### src/design/jdrs_pkg.sv
// Function
// (RULE1) Valve held open for refill time
// (RULE2) Valve held closed for dwell time after
// (RULE3) Times in 0.1 ms steps
// (RULE4) Drop period equals refill plus dwell
// (RULE5) Six independent stored recipes
// (RULE6) Extra time adds to refill time
// (RULE7) Dot mode: extra added every drop
// (RULE8) Bead mode: extra only first drop
// (RULE9) Idle timer enables long-idle extra
// (RULE10) Long-idle extra only on first drop
// (RULE11) Each trigger input starts own recipe
// (RULE12) Busy line high idle, low dispensing
// (RULE13) Controller should pace triggers by busy
// (RULE14) Edge trigger gives programmed drop count
// (RULE15) Each accepted trigger gives drop set
// (RULE16) Trigger during cycle is ignored
// (RULE17) Level trigger repeats while asserted
// (RULE18) First drop: long extra past timeout
// (RULE19) Idle timer restarts at dispense end
package jdrs_pkg;
    localparam int NUM_RECIPES = 6;
    localparam int TIME_W      = 16;
    localparam int CNT_W       = 16;
    localparam int SEC_W       = 8;
    // ----------------------------------------
    // Register map (byte addresses, word per recipe field)
    // ----------------------------------------
    localparam logic [7:0] REG_REFILL  = 8'h00;
    localparam logic [7:0] REG_DWELL   = 8'h04;
    localparam logic [7:0] REG_EXTRA1  = 8'h08;
    localparam logic [7:0] REG_EXTRA2  = 8'h0C;
    localparam logic [7:0] REG_IDLESEC = 8'h10;
    localparam logic [7:0] REG_DROPS   = 8'h14;
    localparam logic [7:0] REG_FORMAT  = 8'h18;
    localparam logic [7:0] REG_STATUS  = 8'h80;
    localparam logic [7:0] REG_IRQ_ST  = 8'h84;
    localparam logic [7:0] REG_IRQ_MSK = 8'h88;
    localparam logic [7:0] RECIPE_STRIDE = 8'h20;
    localparam int FMT_LEVEL_BIT = 0;
    localparam int FMT_BEAD_BIT  = 1;
    localparam int IRQ_START_BIT = 0;
    localparam int IRQ_DONE_BIT  = 1;
    localparam int IRQ_DROP_BIT  = 2;
    localparam int IRQ_W         = 3;
    localparam logic [CNT_W-1:0] DROPS_RESET = 16'h0001;
    // ----------------------------------------
    // Timing
    // ----------------------------------------
    localparam int CLK_HZ       = 50_000_000;
    localparam int TICK_US      = 100;
    localparam int TICK_CYCLES  = CLK_HZ / 1_000_000 * TICK_US;
    localparam int TICKS_PER_S  = 1_000_000 / TICK_US;
    typedef struct packed {
        logic [TIME_W-1:0] refill;
        logic [TIME_W-1:0] dwell;
        logic [TIME_W-1:0] extra1;
        logic [TIME_W-1:0] extra2;
        logic [SEC_W-1:0]  idle_sec;
        logic [CNT_W-1:0]  drops;
        logic              level;
        logic              bead;
    } jdrs_recipe_t;
endpackage

### src/design/jdrs_top.sv
`timescale 1ns/100ps
module jdrs_top #(
    parameter int TICK_CYCLES = jdrs_pkg::TICK_CYCLES
) (
    input  wire logic                                mclk,
    input  wire logic                                nrst,
    input  wire logic [7:0]                          avs_address,
    input  wire logic                                avs_read,
    input  wire logic                                avs_write,
    input  wire logic [31:0]                         avs_writedata,
    output logic      [31:0]                         avs_readdata,
    output logic                                     avs_waitrequest,
    input  wire logic [jdrs_pkg::NUM_RECIPES-1:0]    trig_in,
    output logic                                     valve_open,
    output logic                                     jet_active_indicator,
    output logic                                     irq
);
    localparam int NR = jdrs_pkg::NUM_RECIPES;
    localparam int TW = jdrs_pkg::TIME_W;
    localparam int CW = jdrs_pkg::CNT_W;

    // ----------------------------------------
    // Trigger synchroniser
    // ----------------------------------------
    logic [NR-1:0] trig_s1_r;
    logic [NR-1:0] trig_s2_r;
    logic [NR-1:0] trig_prev_r;
    always_ff @(posedge mclk or negedge nrst)
    begin
        if (!nrst)
        begin
            trig_s1_r   <= '0;
            trig_s2_r   <= '0;
            trig_prev_r <= '0;
        end
        else
        begin
            trig_s1_r   <= trig_in;
            trig_s2_r   <= trig_s1_r;
            trig_prev_r <= trig_s2_r;
        end
    end
    wire [NR-1:0] trig_rise = trig_s2_r & ~trig_prev_r;

    // ----------------------------------------
    // 0.1 ms tick and one second tick
    // ----------------------------------------
    logic [15:0] pre_r;
    logic [15:0] sec_div_r;
    wire         tick = (pre_r == 16'(TICK_CYCLES - 1));
    wire         sec_tick = tick && (sec_div_r == 16'(jdrs_pkg::TICKS_PER_S - 1));
    always_ff @(posedge mclk or negedge nrst)
    begin
        if (!nrst)
        begin
            pre_r     <= 16'h0000;
            sec_div_r <= 16'h0000;
        end
        else
        begin
            pre_r <= tick ? 16'h0000 : pre_r + 16'h0001; // see (RULE3)
            if (tick)
                sec_div_r <= sec_tick ? 16'h0000 : sec_div_r + 16'h0001;
        end
    end

    // ----------------------------------------
    // Recipe store
    // ----------------------------------------
    jdrs_pkg::jdrs_recipe_t rcp_r [NR]; // see (RULE5)
    wire [2:0] wr_idx  = avs_address[7:5];
    wire [7:0] wr_fld  = {3'b000, avs_address[4:0]};
    wire       wr_rcp  = avs_write && !avs_waitrequest && (wr_idx < 3'(NR));
    genvar gi;
    generate
        for (gi = 0; gi < NR; gi++)
        begin : g_rcp
            always_ff @(posedge mclk or negedge nrst)
            begin
                if (!nrst)
                begin
                    rcp_r[gi]       <= '0;
                    rcp_r[gi].drops <= jdrs_pkg::DROPS_RESET;
                end
                else if (wr_rcp && wr_idx == 3'(gi))
                begin
                    case (wr_fld)
                        jdrs_pkg::REG_REFILL:  rcp_r[gi].refill   <= avs_writedata[TW-1:0];
                        jdrs_pkg::REG_DWELL:   rcp_r[gi].dwell    <= avs_writedata[TW-1:0];
                        jdrs_pkg::REG_EXTRA1:  rcp_r[gi].extra1   <= avs_writedata[TW-1:0];
                        jdrs_pkg::REG_EXTRA2:  rcp_r[gi].extra2   <= avs_writedata[TW-1:0];
                        jdrs_pkg::REG_IDLESEC:
                            rcp_r[gi].idle_sec <= avs_writedata[jdrs_pkg::SEC_W-1:0];
                        jdrs_pkg::REG_DROPS:   rcp_r[gi].drops    <= avs_writedata[CW-1:0];
                        jdrs_pkg::REG_FORMAT:
                        begin
                            rcp_r[gi].level <= avs_writedata[jdrs_pkg::FMT_LEVEL_BIT];
                            rcp_r[gi].bead  <= avs_writedata[jdrs_pkg::FMT_BEAD_BIT];
                        end
                        default: ;
                    endcase
                end
            end
        end
    endgenerate

    // ----------------------------------------
    // Sequencer
    // ----------------------------------------
    typedef enum logic [1:0] {ST_IDLE, ST_OPEN, ST_CLOSED} jdrs_state_t;
    jdrs_state_t state_r;
    logic [2:0]   sel_r;
    logic [TW:0]  tcnt_r;
    logic [CW-1:0] left_r;
    logic         first_r;
    logic         long_r;
    logic [jdrs_pkg::SEC_W-1:0] idle_s_r;

    // Lowest numbered rising trigger wins when two arrive together
    function automatic logic [2:0] pick(input logic [NR-1:0] v);
        logic [2:0] p;
        p = 3'd0;
        for (int k = NR - 1; k >= 0; k--)
            if (v[k])
                p = 3'(k);
        return p;
    endfunction

    wire                   start    = (state_r == ST_IDLE) && (|trig_rise); // see (RULE16)
    wire [2:0]             new_sel  = pick(trig_rise); // see (RULE11)
    jdrs_pkg::jdrs_recipe_t cur;
    assign cur = rcp_r[start ? new_sel : sel_r];
    wire                   long_now = (idle_s_r >= cur.idle_sec); // see (RULE9)
    wire                   use_long = start ? long_now : long_r;
    wire                   is_first = start || first_r;
    // see (RULE18) see (RULE10)
    wire [TW:0] extra = !is_first ? (cur.bead ? '0 : {1'b0, cur.extra1})  // see (RULE7) (RULE8)
                       : (use_long ? {1'b0, cur.extra2} : {1'b0, cur.extra1});
    wire [TW:0] open_len = {1'b0, cur.refill} + extra; // see (RULE6)
    wire        phase_end = tick && (tcnt_r <= 17'h0_0001);
    wire        trig_held = trig_s2_r[sel_r];
    // Level format ignores the count; edge format counts down
    wire        more = cur.level ? trig_held : (left_r > 16'h0001); // see (RULE14) (RULE17)
    wire        drop_done = (state_r == ST_CLOSED) && phase_end;
    wire        seq_done  = drop_done && !more;

    always_ff @(posedge mclk or negedge nrst)
    begin
        if (!nrst)
        begin
            state_r <= ST_IDLE;
            sel_r   <= 3'd0;
            tcnt_r  <= '0;
            left_r  <= '0;
            first_r <= 1'b0;
            long_r  <= 1'b0;
        end
        else
        begin
            case (state_r)
                ST_IDLE:
                    if (start) // see (RULE15)
                    begin
                        sel_r   <= new_sel;
                        long_r  <= long_now;
                        first_r <= 1'b0;
                        left_r  <= cur.drops;
                        tcnt_r  <= open_len;
                        state_r <= ST_OPEN;
                    end
                ST_OPEN:
                    if (phase_end) // see (RULE1)
                    begin
                        tcnt_r  <= {1'b0, cur.dwell};
                        state_r <= ST_CLOSED;
                    end
                    else if (tick)
                        tcnt_r <= tcnt_r - 17'h0_0001;
                ST_CLOSED:
                    if (phase_end) // see (RULE2) (RULE4)
                    begin
                        if (more)
                        begin
                            left_r  <= left_r - 16'h0001;
                            tcnt_r  <= open_len;
                            state_r <= ST_OPEN;
                        end
                        else
                            state_r <= ST_IDLE;
                    end
                    else if (tick)
                        tcnt_r <= tcnt_r - 17'h0_0001;
                default: state_r <= ST_IDLE;
            endcase
        end
    end

    // ----------------------------------------
    // Idle seconds counter, saturating
    // ----------------------------------------
    always_ff @(posedge mclk or negedge nrst)
    begin
        if (!nrst)
            idle_s_r <= '1;
        else if (state_r != ST_IDLE)
            idle_s_r <= '0; // see (RULE19)
        else if (sec_tick && idle_s_r != '1)
            idle_s_r <= idle_s_r + 8'h01;
    end

    // ----------------------------------------
    // Outputs
    // ----------------------------------------
    wire open_nxt = (state_r == ST_IDLE) ? start
                  : (state_r == ST_OPEN) ? !phase_end
                  : (phase_end && more);
    wire busy_nxt = (state_r == ST_IDLE) ? start : !seq_done;
    always_ff @(posedge mclk or negedge nrst)
    begin
        if (!nrst)
        begin
            valve_open           <= 1'b0;
            jet_active_indicator <= 1'b1;
        end
        else
        begin
            valve_open           <= open_nxt;
            jet_active_indicator <= !busy_nxt; // see (RULE12)
        end
    end

    // ----------------------------------------
    // Interrupts and Avalon slave
    // ----------------------------------------
    logic [jdrs_pkg::IRQ_W-1:0] ist_r;
    logic [jdrs_pkg::IRQ_W-1:0] imsk_r;
    logic                       wait_r;
    wire [jdrs_pkg::IRQ_W-1:0] ev = {drop_done, seq_done, start};
    wire acc   = (avs_read || avs_write) && !avs_waitrequest;
    wire rd_st = acc && avs_read && avs_address == jdrs_pkg::REG_IRQ_ST;
    jdrs_pkg::jdrs_recipe_t rrc;
    assign rrc = rcp_r[(wr_idx < 3'(NR)) ? wr_idx : 3'd0];
    logic [31:0] rd_mux;
    always_comb
    begin
        rd_mux = 32'h0000_0000;
        if (avs_address == jdrs_pkg::REG_STATUS)
            rd_mux = {28'h000_0000, sel_r, state_r != ST_IDLE};
        else if (avs_address == jdrs_pkg::REG_IRQ_ST)
            rd_mux = {29'h0000_0000, ist_r};
        else if (avs_address == jdrs_pkg::REG_IRQ_MSK)
            rd_mux = {29'h0000_0000, imsk_r};
        else if (wr_idx < 3'(NR))
            case (wr_fld)
                jdrs_pkg::REG_REFILL:  rd_mux = {16'h0000, rrc.refill};
                jdrs_pkg::REG_DWELL:   rd_mux = {16'h0000, rrc.dwell};
                jdrs_pkg::REG_EXTRA1:  rd_mux = {16'h0000, rrc.extra1};
                jdrs_pkg::REG_EXTRA2:  rd_mux = {16'h0000, rrc.extra2};
                jdrs_pkg::REG_IDLESEC: rd_mux = {24'h00_0000, rrc.idle_sec};
                jdrs_pkg::REG_DROPS:   rd_mux = {16'h0000, rrc.drops};
                jdrs_pkg::REG_FORMAT:  rd_mux = {30'h0000_0000, rrc.bead, rrc.level};
                default:               rd_mux = 32'h0000_0000;
            endcase
    end
    // One wait cycle per access so read data come from a flop
    always_ff @(posedge mclk or negedge nrst)
    begin
        if (!nrst)
        begin
            wait_r       <= 1'b1;
            avs_readdata <= 32'h0000_0000;
            ist_r        <= '0;
            imsk_r       <= '0;
            irq          <= 1'b0;
        end
        else
        begin
            wait_r <= !((avs_read || avs_write) && wait_r);
            if ((avs_read || avs_write) && wait_r)
                avs_readdata <= rd_mux;
            // New events win over the clearing read
            ist_r <= (rd_st ? '0 : ist_r) | ev;
            if (acc && avs_write && avs_address == jdrs_pkg::REG_IRQ_MSK)
                imsk_r <= avs_writedata[jdrs_pkg::IRQ_W-1:0];
            irq <= |(ist_r & imsk_r);
        end
    end
    assign avs_waitrequest = wait_r;
endmodule

### config.mk
export PLATFORM = sky130hd
export DESIGN_NAME = jdrs_top
export DESIGN_NICKNAME = d
export VERILOG_FILES = /design/src/design/jdrs_pkg.sv /design/src/design/jdrs_top.sv
export SDC_FILE = /design/constraint.sdc
export NUM_CORES = 2
export LEC_CHECK = 0
export ABC_AREA = 1
export BUFFER_PORTS_ARGS = -buffer_cell sky130_fd_sc_hd__buf_2
export CORE_MARGIN = 2
export CORE_UTILIZATION = 55
export CTS_CLUSTER_DIAMETER = 80
export CTS_CLUSTER_SIZE = 14
export DETAILED_ROUTE_END_ITERATION = 10
export PLACE_DENSITY = 0.73
export SYNTH_ARGS = -nofsm -noshare
export SYNTH_HDL_FRONTEND = slang
export SYNTH_SLANG_ARGS = --single-unit
### constraint.sdc
create_clock -name mclk -period 6.5 [get_ports mclk]
set_input_delay 1.3 -clock mclk [delete_from_list [all_inputs] [get_ports mclk]]
set_output_delay 1.3 -clock mclk [all_outputs]
set_load 0.01 [all_outputs]
==> flow_metrics.py <==
metrics = {
    "global_routing": {
        "grt_usage_pct": 37.0,
        "grt_pass1_vias": 33900,
        "antenna_found_initial": 4,
        "grt_pass1_wl_um": 202000,
        "grt_max_degree": 127,
        "grt_overflow_total": 0,
    },
    "timing": {
        "fin_crit_ns": 5.79,
        "final-hold-violation-count": 0,
        "setup_viol": 0,
        "max_freq_mhz": 173,
        "worst_slew_pin_slew_ns": 1.25,
        "relSlewSlack_pct": 16.8,
        "rsz0062_at_grt": "false",
        "fin_skew_ns": 0.0339,
        "maxSlewViolCount": 0,
        "tns_ns": 0,
        "hold_ws_ns": 0.365,
        "post-route-period-util_pct": 89.1,
    },
    "finish": {
        "fin_nets": 5086,
        "multi_input_area_um2": 18000,
        "num-fill-cells": 6371,
        "area_growth_pct": 5.42,
        "drive_above_1_share_pct": 6.45,
        "seq_area_um2": 16600,
        "n_antenna_cell": 0,
    },
    "floorplan": {
        "die_w_um": 266,
        "core.rowCount": 96,
        "die_height_um": 266,
        "num_io_pins": 86,
        "dieArea_um2": 70800,
        "start_util_pct": 55.3,
        "core_area_um2": 68200,
    },
    "route": {
        "postRouteAntennaNets": 0,
        "vias": 36500,
        "route.detailed.drc": 0,
        "wl_per_cell_um": 22.1,
        "drtIter0Drc": 4754,
        "drt-vias-per-instance": 6.18,
        "totalWireLength_um": 131000,
        "dr.pass1.iters": 6,
    },
    "setup_path": {
        "critPathLaunchType": "flop",
        "path_max_fanout": 20,
        "slowest_stage": "o21ai_4",
        "worstSetupPathType": "reg -> reg",
        "timing.critical_path.mode_cell": "nand2_1",
        "worstPathRequired_ns": 7.02,
        "max_stage_delay_ns": 0.56,
        "crit_arrival_ns": 6.32,
        "end_kind": "flop",
        "ff2ff_path_depth": 31,
    },
    "power": {
        "powerDensity_nw_per_um2": 357,
        "ir_drop_mv": 0.308,
        "leakagePower_uw": 0.0177,
    },
    "synthesis": {
        "syn_inst": 5163,
        "asyncSetResetFlopFracSynth_pct": 100,
        "ys_warn_count": 0,
        "synth_edf_count": 0,
        "synth_cell_type_count": 70,
        "synth_ff_type": "dfrtp_1",
        "seq_area_frac_synth_pct": 44.0,
        "syn-cell-area_um2": 37800,
        "synth-seq-cells": 663,
        "avgSynthCellArea_um2": 7.31,
    },
    "min_path": {
        "holdPathStages": 0,
        "hp-class": "reg -> reg",
    },
    "cts": {
        "clockRootBuffer": "clkbuf_16",
        "cts_tree": "done",
        "cts.repair.resized": 0,
        "cts_made_buffers": 53,
        "path_clk_slew_ns": 0.07,
        "cts.path.max_buffers": 3,
        "clk_latency_ns": 0.65,
        "cts_num_sinks": 663,
        "htreeDepth": 2,
    },
    "placement": {
        "hpwlAfterDp_um": 83700,
        "portBuffers": 53,
        "gp_congestion": 0.995,
    },
    "run": {
        "drv_cap": 0,
    },
    "outcome": {
        "status": "finished, final reports clean",
    },
}
==> final cells by class <==
type                    instances  share of cell area, %
multi-input cells            3735                   45.1
flip-flops and latches        663                   41.7
inverters                     391                   3.71
clock buffers                  75                   3.70
repair buffers                156                   2.92
well taps                     882                   2.77
clock inverters                 2                 0.0346
==> worst paths after layout <==
check,from,endpoint,slack [ns]
hold / removal,trig_s1_r[3],trig_s2_r[3],0.36
max in group asynchronous,nrst,rcp_r[104],4.44
hold reg to reg,trig_s1_r[3],trig_s2_r[3],0.36
min in group asynchronous,nrst,rcp_r[200],0.71
setup reg to reg,state_r[1],tcnt_r[12],0.71
setup / recovery,state_r[1],tcnt_r[12],0.71
==> what timing repair did <==
| action | in CTS | in global routing |
|---|---|---|
| hold buffers | 0 | 0 |
| setup buffers | 0 | 1 |
| endpoints found under the setup margin | 0 | 2 |
==> cell usage after synthesis (17+ instances only) <==
library cell | instances | area, µm²
a21oi_1 | 278 | 1390
o211ai_1 | 121 | 908
nand2_1 | 1472 | 5530
buf_4 | 45 | 338
nor4_1 | 17 | 106
o21ai_1 | 35 | 175
nor2_1 | 237 | 890
dfrtp_1 | 647 | 16200
or2_2 | 28 | 175
xor2_1 | 25 | 219
o22ai_1 | 25 | 156
inv_1 | 373 | 1400
nor3_1 | 52 | 260
buf_2 | 109 | 546
nand3_1 | 302 | 1510
ha_1 | 35 | 438
clkbuf_1 | 216 | 811
o21ai_0 | 892 | 4460
nand4_1 | 28 | 175
==> cells in the final DEF, fill, tap and decap left out, types with 50 or more instances in the layout <==
| cell | netlist | routed |
|---|---|---|
| nand2_1 | 1472 | 1470 |
| o21ai_0 | 892 | 892 |
| dfrtp_1 | 647 | 647 |
| inv_1 | 373 | 372 |
| nand3_1 | 302 | 302 |
| a21oi_1 | 278 | 278 |
| nor2_1 | 237 | 235 |
| o211ai_1 | 121 | 121 |
| buf_4 | 45 | 94 |
| clkbuf_16 | 0 | 55 |
| buf_2 | 109 | 52 |
| nor3_1 | 52 | 50 |
==> cell families (layout without fill, tap and decap cells) <==
kind of cell / Yosys count / count (layout) / synth area share [%]
AOI/OAI and AO/OA: 1453 / 1453 / 21.0
xor gates and xnor gates: 30 / 30 / 0.696
adders and majority gates: 36 / 36 / 1.21
buffers and inverters: 780 / 624 / 8.79
DFF: 663 / 663 / 44.0
muxes: 1 / 1 / 0.0265
other: 1 / 16 / 0.00993
and+or+nand+nor: 2199 / 2199 / 24.3
==> through the flow <==
stage	util, %	setup WS, ns	power, µW	area [µm²]	cells
floorplan	-	1.32	9130	37800	5178
global route	58.3	0.291	15100	39800	5904
CTS	58.3	0.540	14000	39800	5903
global placement	56.1	0.677	10800	38300	5826
finish	58.3	0.707	14200	39800	5904
detailed placement	56.1	0.571	10900	38300	5826
==> critical path, delay by kind of cell, from the launching register on <==
family,cells,cell delay (ns)
AO/OA/AOI/OAI,10,1.83
flip-flops,1,0.40
AND/OR/NAND/NOR,13,1.48
adder cells (fa/ha/maj),4,1.44
buffers and inverters,4,0.49
==> per-layer routing <==
layer  wire, µm  global-route usage (%)  vias up
li1           -                       -    16700
met1      51900                    50.1    17300
met2      55700                    54.5     2010
met3      15200                    9.42      451
met4       7770                    20.0        8
met5         50                       0        -
==> flip-flops by register name, summed over array words and instances, names as in the netlist <==
signal / cells
avs_readdata: 16
avs_waitrequest: 1
idle_s_r: 8
imsk_r: 3
irq: 1
ist_r: 3
jet_active_indicator: 1
left_r: 16
long_r: 1
pre_r: 16
rcp_r: 540
sec_div_r: 16
sel_r: 3
state_r: 2
tcnt_r: 17
trig_prev_r: 6
trig_s1_r: 6
trig_s2_r: 6
valve_open: 1
==> power breakdown <==
group / switching [µW] / total, µW / internal, µW
Clock: 1540 / 3090 / 1550
Sequential: 182 / 4530 / 4350
Combinational: 4590 / 6580 / 1980
(Power assumes the default switching activity.)
